<file path="config.mk">
export PLATFORM = sky130hd
export DESIGN_NAME = adc_overrange_and_clock_ctrl
export DESIGN_NICKNAME = d
export VERILOG_FILES = /design/src/ovr_clk_pkg.sv /design/src/adc_overrange_and_clock_ctrl.sv /design/src/clock_divider.sv
export VERILOG_INCLUDE_DIRS = /design/src /design/src/src
export SDC_FILE = /design/constraint.sdc
export NUM_CORES = 1
export LEC_CHECK = 0
export ABC_AREA = 1
export BUFFER_PORTS_ARGS = -buffer_cell sky130_fd_sc_hd__buf_2
export CAP_MARGIN = 20
export CORE_MARGIN = 4
export CORE_UTILIZATION = 55
export CTS_CLUSTER_SIZE = 16
export DETAILED_ROUTE_END_ITERATION = 8
export GPL_TIMING_DRIVEN = 0
export PLACE_DENSITY = 0.85
export SETUP_SLACK_MARGIN = 0.1
export SLEW_MARGIN = 30
export SYNTH_ARGS = -nofsm -noshare
export SYNTH_HDL_FRONTEND = slang
export SYNTH_SLANG_ARGS = --single-unit
</file>
<file path="constraint.sdc">
create_clock -name ref_clk -period 2.72 [get_ports ref_clk]
set_input_delay 0.272 -clock ref_clk [delete_from_list [all_inputs] [get_ports ref_clk]]
set_output_delay 0.272 -clock ref_clk [all_outputs]
set_load 0.05 [all_outputs]
</file>
<file path="src/ovr_clk_consts.svh">
// Purpose: constants for the over-range and clock control block
// Assumes: 250 MHz ref_clk
// Notes:   widths, setting resets and hold counts live here; pin mode and SYSREF gate reset to 0 in the block
`ifndef OVR_CLK_CONSTS_SVH
`define OVR_CLK_CONSTS_SVH

`define SAMPLE_W          16
`define THR_STEP_SHIFT    7
`define THR_W             9
`define THR_RESET         9'h1FF
`define HOLD_SEL_W        2
`define HOLD_SEL_RESET    2'h0
`define HOLD_CNT_W        4
`define HOLD_CYC_0        4'h0
`define HOLD_CYC_1        4'h3
`define HOLD_CYC_2        4'h7
`define HOLD_CYC_3        4'hF
`define DIV_SEL_RESET     2'h0
`define PHASE_W           4
`define AMP_W             3
`define PHASE_NEUTRAL     4'h0
`define AMP_NEUTRAL       3'h0
`define DRV_W             3
`define SWING_RESET       3'h0
`define DEEMPH_RESET      3'h0
`define LINK_RESTART_CYC  2'h2

`endif

</file>
<file path="src/ovr_clk_pkg.sv">
// Purpose: shared types for the over-range and clock control block
// Assumes: nothing
// Notes:   constants are in ovr_clk_consts.svh
package ovr_clk_pkg;

    typedef enum logic [1:0]
    {
        DIV_BY_1 = 2'b00,
        DIV_BY_2 = 2'b01,
        DIV_BY_4 = 2'b10
    } div_sel_type;

    typedef enum logic [1:0]
    {
        HOLD_IDLE    = 2'b00,
        HOLD_OVER    = 2'b01,
        HOLD_COUNT   = 2'b10
    } hold_state_type;

endpackage
</file>
<file path="src/adc_overrange_and_clock_ctrl.sv">
// Purpose: over-range detect, clock divide, SYSREF gate and analog settings
// Assumes: all inputs synchronous to ref_clk; frame ticks are one-cycle pulses
// Notes:   settings arrive as plain ports from the configuration host logic
// How it works
// - Shared pin gives serial readback after reset until indication mode chosen.
// - In indication mode pin is high while input exceeds threshold.
// - Flag path skips pipeline and link; two registers of delay.
// - Threshold steps are 128 codes of the 16-bit range.
// - After input drops, hold counter runs; flag falls when count reached.
// - Hold choices 3, 7, 15 frame clock cycles.
// - Hold resets to zero, flag falls immediately on drop.
// - Device clock divided by one, two or four for sample rate.
// - Changing divide factor restarts serial link initialization.
// - SYSREF passes only when gate enable is set.
// - Closed gate keeps spurious SYSREF edges from alignment logic.
// - Gate enable resets closed; SYSREF ignored until opened.
// - Four-bit phase and three-bit amplitude balance fields held.
// - Balance fields reset to neutral, no correction.
// - Eight swing and eight de-emphasis settings per driver.
`timescale 1ns/1ps
`include "ovr_clk_consts.svh"

module adc_overrange_and_clock_ctrl
(
    input  wire logic                        ref_clk,            // 250 MHz clock
    input  wire logic                        rst,                // Async reset, high
    input  wire logic                        clk_en,             // Freeze when low
    input  wire logic [`SAMPLE_W-1:0]        core_sample,        // Core output, two's complement
    input  wire logic                        core_sample_valid,  // Sample strobe
    input  wire logic                        frame_tick,         // Frame clock tick
    input  wire logic                        device_clock_input, // Device clock tick
    input  wire logic                        sysref_in,          // SYSREF input
    input  wire logic                        readback_data,      // Serial readback bit
    input  wire logic                        readback_oe,        // Readback drive enable
    input  wire logic                        cfg_wr,             // Settings write strobe
    input  wire logic                        cfg_indicate_mode,  // Pin in indication mode
    input  wire logic [`THR_W-1:0]           cfg_threshold,      // Threshold in 128-code steps
    input  wire logic [`HOLD_SEL_W-1:0]      cfg_hold_sel,       // Hold selection
    input  wire ovr_clk_pkg::div_sel_type    cfg_div_sel,        // Clock divide factor
    input  wire logic                        cfg_sysref_gate_en, // SYSREF gate enable
    input  wire logic [`PHASE_W-1:0]         cfg_phase_adj,      // Phase mismatch setting
    input  wire logic [`AMP_W-1:0]           cfg_amp_adj,        // Amplitude mismatch setting
    input  wire logic [`DRV_W-1:0]           cfg_swing,          // Output swing setting
    input  wire logic [`DRV_W-1:0]           cfg_deemph,         // De-emphasis setting
    output logic                             shared_pin_out,     // Shared pin level
    output logic                             shared_pin_oe,      // Shared pin drive enable
    output logic                             over_range_flag,    // Indication, raw
    output logic                             sample_tick,        // Divided sample tick
    output logic                             link_restart,       // Link init restart pulse
    output logic                             sysref_internal,    // Gated SYSREF
    output logic [`PHASE_W-1:0]              phase_adj,          // Phase correction field
    output logic [`AMP_W-1:0]                amp_adj,            // Amplitude correction field
    output logic [`DRV_W-1:0]                output_swing_setting, // Driver swing
    output logic [`DRV_W-1:0]                deemphasis_setting  // Driver de-emphasis
);

    ////////////////////////////////////////////////////////////////////////////
    // Settings registers

    logic                        indicate_reg;
    logic [`THR_W-1:0]           thr_reg;
    logic [`HOLD_SEL_W-1:0]      hold_sel_reg;
    ovr_clk_pkg::div_sel_type    div_reg;
    logic                        gate_reg;
    logic [`PHASE_W-1:0]         phase_reg;
    logic [`AMP_W-1:0]           amp_reg;
    logic [`DRV_W-1:0]           swing_reg;
    logic [`DRV_W-1:0]           deemph_reg;
    logic                        div_change;

    // A write only restarts the link when the factor really changes
    assign div_change = cfg_wr & (cfg_div_sel != div_reg);

    // Pin mode and detector settings; reset leaves the pin in readback
    always_ff @(posedge ref_clk or posedge rst)
    begin
        if (rst)
        begin
            indicate_reg <= 1'b0;
            thr_reg      <= `THR_RESET;
            hold_sel_reg <= `HOLD_SEL_RESET;
        end
        else if (clk_en && cfg_wr)
        begin
            indicate_reg <= cfg_indicate_mode;
            thr_reg      <= cfg_threshold;
            hold_sel_reg <= cfg_hold_sel;
        end
    end

    // Divider and SYSREF gate settings; only a divider change disturbs the link
    always_ff @(posedge ref_clk or posedge rst)
    begin
        if (rst)
        begin
            div_reg      <= ovr_clk_pkg::div_sel_type'(`DIV_SEL_RESET);
            gate_reg     <= 1'b0;
        end
        else if (clk_en && cfg_wr)
        begin
            div_reg      <= cfg_div_sel;
            gate_reg     <= cfg_sysref_gate_en;
        end
    end

    // Analog balance and driver settings; no side effects, so no change detect
    always_ff @(posedge ref_clk or posedge rst)
    begin
        if (rst)
        begin
            phase_reg    <= `PHASE_NEUTRAL;
            amp_reg      <= `AMP_NEUTRAL;
            swing_reg    <= `SWING_RESET;
            deemph_reg   <= `DEEMPH_RESET;
        end
        else if (clk_en && cfg_wr)
        begin
            phase_reg    <= cfg_phase_adj;
            amp_reg      <= cfg_amp_adj;
            swing_reg    <= cfg_swing;
            deemph_reg   <= cfg_deemph;
        end
    end

    ////////////////////////////////////////////////////////////////////////////
    // Over-range detector

    logic [`SAMPLE_W-1:0]   magnitude;
    logic [`SAMPLE_W:0]     thr_codes;
    logic                   exceed;
    logic                   exceed_reg;

    assign magnitude = core_sample[`SAMPLE_W-1] ? (~core_sample + 16'h0001) : core_sample;
    assign thr_codes = {8'h00, thr_reg} << `THR_STEP_SHIFT;
    assign exceed    = ({1'b0, magnitude} > thr_codes);

    // Latest comparison, held between sample strobes
    always_ff @(posedge ref_clk or posedge rst)
    begin
        if (rst)
            exceed_reg <= 1'b0;
        else if (clk_en && core_sample_valid)
            exceed_reg <= exceed;
    end

    ////////////////////////////////////////////////////////////////////////////
    // Hold counter in frame ticks

    ovr_clk_pkg::hold_state_type state_reg;
    ovr_clk_pkg::hold_state_type state_next;
    logic [`HOLD_CNT_W-1:0]      hold_cnt_reg;
    logic [`HOLD_CNT_W-1:0]      hold_cnt_next;
    logic [`HOLD_CNT_W-1:0]      hold_limit;
    logic                        flag_next;

    assign hold_limit = (hold_sel_reg == 2'h1) ? `HOLD_CYC_1 :
                        (hold_sel_reg == 2'h2) ? `HOLD_CYC_2 :
                        (hold_sel_reg == 2'h3) ? `HOLD_CYC_3 : `HOLD_CYC_0;

    // Flag follows state; the counter only advances on frame ticks
    always_comb
    begin
        state_next    = state_reg;
        hold_cnt_next = hold_cnt_reg;
        case (state_reg)
            ovr_clk_pkg::HOLD_IDLE:
            begin
                hold_cnt_next = `HOLD_CYC_0;
                if (exceed_reg)
                    state_next = ovr_clk_pkg::HOLD_OVER;
            end
            ovr_clk_pkg::HOLD_OVER:
            begin
                hold_cnt_next = `HOLD_CYC_0;
                if (!exceed_reg)
                    state_next = (hold_limit == `HOLD_CYC_0) ? ovr_clk_pkg::HOLD_IDLE
                                                            : ovr_clk_pkg::HOLD_COUNT;
            end
            ovr_clk_pkg::HOLD_COUNT:
            begin
                if (exceed_reg)
                begin
                    state_next    = ovr_clk_pkg::HOLD_OVER;
                    hold_cnt_next = `HOLD_CYC_0;
                end
                else if (frame_tick)
                begin
                    hold_cnt_next = hold_cnt_reg + 4'h1;
                    if (hold_cnt_next >= hold_limit)
                        state_next = ovr_clk_pkg::HOLD_IDLE;
                end
            end
            default:
            begin
                state_next    = ovr_clk_pkg::HOLD_IDLE;
                hold_cnt_next = `HOLD_CYC_0;
            end
        endcase
    end

    assign flag_next = (state_next != ovr_clk_pkg::HOLD_IDLE);

    always_ff @(posedge ref_clk or posedge rst)
    begin
        if (rst)
        begin
            state_reg       <= ovr_clk_pkg::HOLD_IDLE;
            hold_cnt_reg    <= `HOLD_CYC_0;
            over_range_flag <= 1'b0;
        end
        else if (clk_en)
        begin
            state_reg       <= state_next;
            hold_cnt_reg    <= hold_cnt_next;
            over_range_flag <= flag_next;
        end
    end

    ////////////////////////////////////////////////////////////////////////////
    // Shared pin, link restart, SYSREF gate, setting outputs

    logic sample_tick_raw;
    logic pin_out_next;
    logic pin_oe_next;
    logic sysref_next;

    assign pin_out_next = indicate_reg ? flag_next : readback_data;
    assign pin_oe_next  = indicate_reg | readback_oe;
    assign sysref_next  = sysref_in & gate_reg;

    clock_divider u_clock_divider
    (
        .ref_clk     (ref_clk),
        .rst         (rst),
        .clk_en      (clk_en),
        .device_tick (device_clock_input),
        .div_sel     (div_reg),
        .restart     (link_restart),
        .sample_tick (sample_tick_raw)
    );

    // Shared pin flops; in indication mode pin and flag load the same next value, so they never skew
    always_ff @(posedge ref_clk or posedge rst)
    begin
        if (rst)
        begin
            shared_pin_out       <= 1'b0;
            shared_pin_oe        <= 1'b0;
        end
        else if (clk_en)
        begin
            shared_pin_out       <= pin_out_next;
            shared_pin_oe        <= pin_oe_next;
        end
    end

    // Divider tick, link restart and gated SYSREF; tick re-registered for a flop output
    always_ff @(posedge ref_clk or posedge rst)
    begin
        if (rst)
        begin
            sample_tick          <= 1'b0;
            link_restart         <= 1'b0;
            sysref_internal      <= 1'b0;
        end
        else if (clk_en)
        begin
            sample_tick          <= sample_tick_raw;
            link_restart         <= div_change;
            sysref_internal      <= sysref_next;
        end
    end

    // Setting outputs; one extra stage costs a cycle but keeps every output on a flop
    always_ff @(posedge ref_clk or posedge rst)
    begin
        if (rst)
        begin
            phase_adj            <= `PHASE_NEUTRAL;
            amp_adj              <= `AMP_NEUTRAL;
            output_swing_setting <= `SWING_RESET;
            deemphasis_setting   <= `DEEMPH_RESET;
        end
        else if (clk_en)
        begin
            phase_adj            <= phase_reg;
            amp_adj              <= amp_reg;
            output_swing_setting <= swing_reg;
            deemphasis_setting   <= deemph_reg;
        end
    end

endmodule

</file>
<file path="src/clock_divider.sv">
// Purpose: divides the device clock input down to the sample rate
// Assumes: device_clock_input is a synchronous enable-style tick stream
// Notes:   emits one sample tick per 1, 2 or 4 device clock ticks
`timescale 1ns/1ps
`include "ovr_clk_consts.svh"

module clock_divider
(
    input  wire logic                     ref_clk,      // Block clock
    input  wire logic                     rst,          // Async reset, high
    input  wire logic                     clk_en,       // Freeze when low
    input  wire logic                     device_tick,  // Device clock tick
    input  wire ovr_clk_pkg::div_sel_type div_sel,      // Divide factor
    input  wire logic                     restart,      // Realign phase
    output logic                          sample_tick   // Sample-rate tick
);

    logic [1:0] phase_reg;
    logic [1:0] phase_next;
    logic       tick_reg;
    logic       wrap;

    // Terminal count per factor
    assign wrap = (div_sel == ovr_clk_pkg::DIV_BY_1) ? 1'b1 :
                  (div_sel == ovr_clk_pkg::DIV_BY_2) ? (phase_reg[0] == 1'b1) :
                  (phase_reg == 2'h3);
    assign phase_next = (restart | wrap) ? 2'h0 : phase_reg + 2'h1;
    assign sample_tick = tick_reg;

    always_ff @(posedge ref_clk or posedge rst)
    begin
        if (rst)
        begin
            phase_reg <= 2'h0;
            tick_reg  <= 1'b0;
        end
        else if (clk_en)
        begin
            tick_reg <= device_tick & wrap & ~restart;
            if (device_tick | restart)
                phase_reg <= phase_next;
        end
    end

endmodule

</file>
==> run_results.csv <==
group,metric,value,unit
finish,layout-drive-gt1-share,28.9,%
setup_path,cp_max_fo,5,
timing,fin_crit_sh,83.4,%
setup_path,cp-startpoint,"core_sample[0]",
power_and_ir_drop,p_per_area,710,mW/mm²
placed_design,pre_cts_ws,99.2,ps
timing,final_hold_viol_count,0,
routing,vias,2669,
floorplanning,ios,73,
timing,relSlewSlack,69.9,%
routing,drtIter0Drc,123,
finish,fin_nets,518,
setup_path,critPathKind,"in -> reg",
yosys,syn_inst,365,
timing,rsz0062_at_grt,"false",
finish,antenna_cells,0,
floorplanning,die_y,82.9,µm
power_and_ir_drop,ir_drop,0.375,mV
yosys,synth.yosys.warnings,0,
timing,setup_tns,0,ps
clock_tree,clk_latency,340,ps
clock_tree,postCtsHoldBufs,1,
clock_tree,cts_num_sinks,57,
placed_design,hpwl,5220,µm
global_route,grt_pass1_vias,2716,
floorplanning,fp.dieW,82.9,µm
timing,tightest_slew,451,ps
finish,largest_reg_flops,9,
timing,clock_skew,7.83,ps
min_path,worst_hold_path.num_cells,2,
timing,period_needed,2270,ps
clock_tree,cts_setup_buffers,0,
power_and_ir_drop,power.leakage,2.05,nW
setup_path,rr_worst_depth,10,
floorplanning,fp-row-count,27,
routing,routed_via_density,5.08,
clock_tree,clk_pin_slew,70,ps
routing,drt-total-wl,6720,µm
clock_tree,numCtsBuffers,9,
clock_tree,clk_path_buf_depth,2,
outcome,status,"finished clean",
floorplanning,die_area,0.00688,mm²
timing,setup_slack,452,ps
yosys,syn_avg_cell_area,8.46,µm²
clock_tree,cts_tree,"built",
setup_path,worstPathRequired,2940,ps
finish,area_delta_synth_final,22.2,%
global_route,grt_usage,20.3,%
placed_design,dp.cells,508,
routing,detail_route.first_pass.iterations,4,
flow_run,drv_cap,0,
global_route,grt_max_degree,46,
clock_tree,cts-resized-gates,0,
clock_tree,htree_levels,3,
power_and_ir_drop,power,2.68,mW
min_path,holdCritPathClass,"in -> reg",
min_path,hp-start,"cfg_phase_adj[0]",
placed_design,place_area,0.00355,mm²
global_route,overflow,0,
routing,drc,0,
floorplanning,core-area,0.00547,mm²
floorplanning,start_util,56.4,%
clock_tree,root_buffer,"clkbuf_8",
setup_path,end_kind,"flop",
setup_path,timing.rr.start,"hold_cnt_reg[0]$_DFFE_PP0P_",
routing,wl_per_cell,12.8,µm
finish,stdcell_count,525,
setup_path,critPathLaunchType,"input pin",
yosys,syn_area,0.00309,mm²
yosys,seq_area_frac_synth,46.5,%
timing,setup_viol,0,
yosys,syn-num-nets,435,
yosys,ys_types,35,
timing,drv_slew,0,
finish,finalInstanceArea,0.00377,mm²
yosys,ys_seq_elements,57,
placed_design,portBuffers,70,
placed_design,gp_congestion,0.760,
setup_path,crit_arrival,2490,ps
timing,fmax,441,MHz
global_route,grt_pass1_wl,11400,µm
routing,postRouteAntennaNets,0,
global_route,antenna_found_initial,0,
## layer usage
metal / global-route usage, % / wire length (µm) / part of all wire, %
met1: 21.6 / 2740 / 41
met2: 37.2 / 3520 / 52
met3: 5.16 / 378 / 5.6
met4: 9.06 / 82 / 1.2
met5: 0 / 0 / 0
## worst max-delay path: stages
cell and delay, ps:
buf_2 90, inv_1 140, ha_1 210, inv_1 70, nor2_2 90, nand3_2 100, nor2_2 100, nand2_2 70
nand2_2 100, nand3_1 80, nand2_1 60, nand2_1 50, ha_1 270, nand2_1 60, nor2_1 190, nand2_1 90
nor2_1 100, nand3_1 70, nor2_1 110, nand2_1 70, nand2_1 50, nand2_1 40
## path summary, 6_finish.rpt
kind | slack (ps) | endpoint
worst max-delay path | 450 | exceed_reg$_DFFE_PP0P_
worst min-delay path | 150 | phase_reg[0]$_DFFE_PP0P_
worst max register to register | 870 | over_range_flag$_DFFE_PP0P_
worst min register to register | 470 | amp_adj[0]$_DFFE_PP0P_
max in group asynchronous | 1800 | thr_reg[6]$_DFFE_PP1P_
min in group asynchronous | 390 | sysref_internal$_DFFE_PP0P_
## placed cells by master, fill, tap and decap left out, types with 5 or more instances in the layout
cell type / n
dfrtp_1: 48
buf_2: 74
mux2_2: 15
nand3_1: 17
o21ai_0: 13
inv_1: 44
nor2_1: 28
a21oi_1: 14
ha_1: 16
nand2_1: 106
dfstp_2: 9
nor2_2: 5
clkbuf_8: 9
## cell type report
class / count / area (µm²)
well taps: 72 / 90.1
fillers: 455 / 1700
multi-input cells: 252 / 1420
plain buffers: 11 / 66.3
flip-flops and latches: 57 / 1440
inverters: 45 / 171
clock buffers: 11 / 131
repair buffers: 72 / 380
clock inverters: 5 / 80.1
## metrics by stage
stage | utilization, % | hold WS [ps]
after floorplan | - | 402
after global placement | 64.5 | 448
after detailed placement | 64.9 | 195
after CTS | 69.0 | 149
after global routing | 69.0 | 146
final | 69.0 | 153
## power breakdown
| group | leakage, nW | switching (mW) | total [mW] | internal (mW) |
|---|---|---|---|---|
| clock | 0.0995 | 0.334 | 0.849 | 0.514 |
| sequential | 0.681 | 0.0842 | 1.09 | 1.00 |
| combinational | 1.27 | 0.487 | 0.745 | 0.258 |
## cells in the mapped netlist
| cell type | count | area share (%) |
|---|---|---|
| mux2_2 | 15 | 5.5 |
| nand4_1 | 2 | 0.40 |
| ha_1 | 16 | 6.5 |
| clkbuf_1 | 2 | 0.24 |
| nor2_1 | 28 | 3.4 |
| o21bai_1 | 1 | 0.24 |
| o22ai_1 | 3 | 0.61 |
| or2_1 | 1 | 0.20 |
| o211ai_1 | 1 | 0.24 |
| buf_6 | 1 | 0.36 |
| nand3_1 | 17 | 2.8 |
| o22a_1 | 1 | 0.28 |
| dfrtp_1 | 48 | 39 |
| nand3_2 | 2 | 0.65 |
| nand2_1 | 106 | 13 |
| inv_1 | 45 | 5.5 |
| buf_4 | 3 | 0.73 |
| xor2_1 | 4 | 1.1 |
| a31oi_1 | 1 | 0.20 |
| nand2_2 | 4 | 0.81 |
| o21ai_1 | 2 | 0.32 |
| or2_0 | 1 | 0.20 |
| a31o_2 | 1 | 0.28 |
| nor2_2 | 5 | 1.0 |
| o21ai_0 | 13 | 2.1 |
| nand3b_1 | 3 | 0.73 |
| a21oi_1 | 14 | 2.3 |
| dfstp_2 | 9 | 7.7 |
| clkbuf_2 | 1 | 0.16 |
| buf_2 | 4 | 0.65 |
| xnor2_1 | 4 | 1.1 |
| mux2_1 | 3 | 1.1 |
| a21o_1 | 1 | 0.24 |
| a21boi_0 | 2 | 0.49 |
| nor4_1 | 1 | 0.20 |
## kinds of logic after synthesis
logic type / count (synthesis) / share of synthesized area (%)
compound gates: 40 / 7.29
xor+xnor: 8 / 2.27
fa+ha+maj: 16 / 6.48
buf+inv: 56 / 7.61
flops: 57 / 46.5
mux: 18 / 6.56
simple gates: 170 / 23.2
Note: power is estimated with default switching activity, not from simulation.
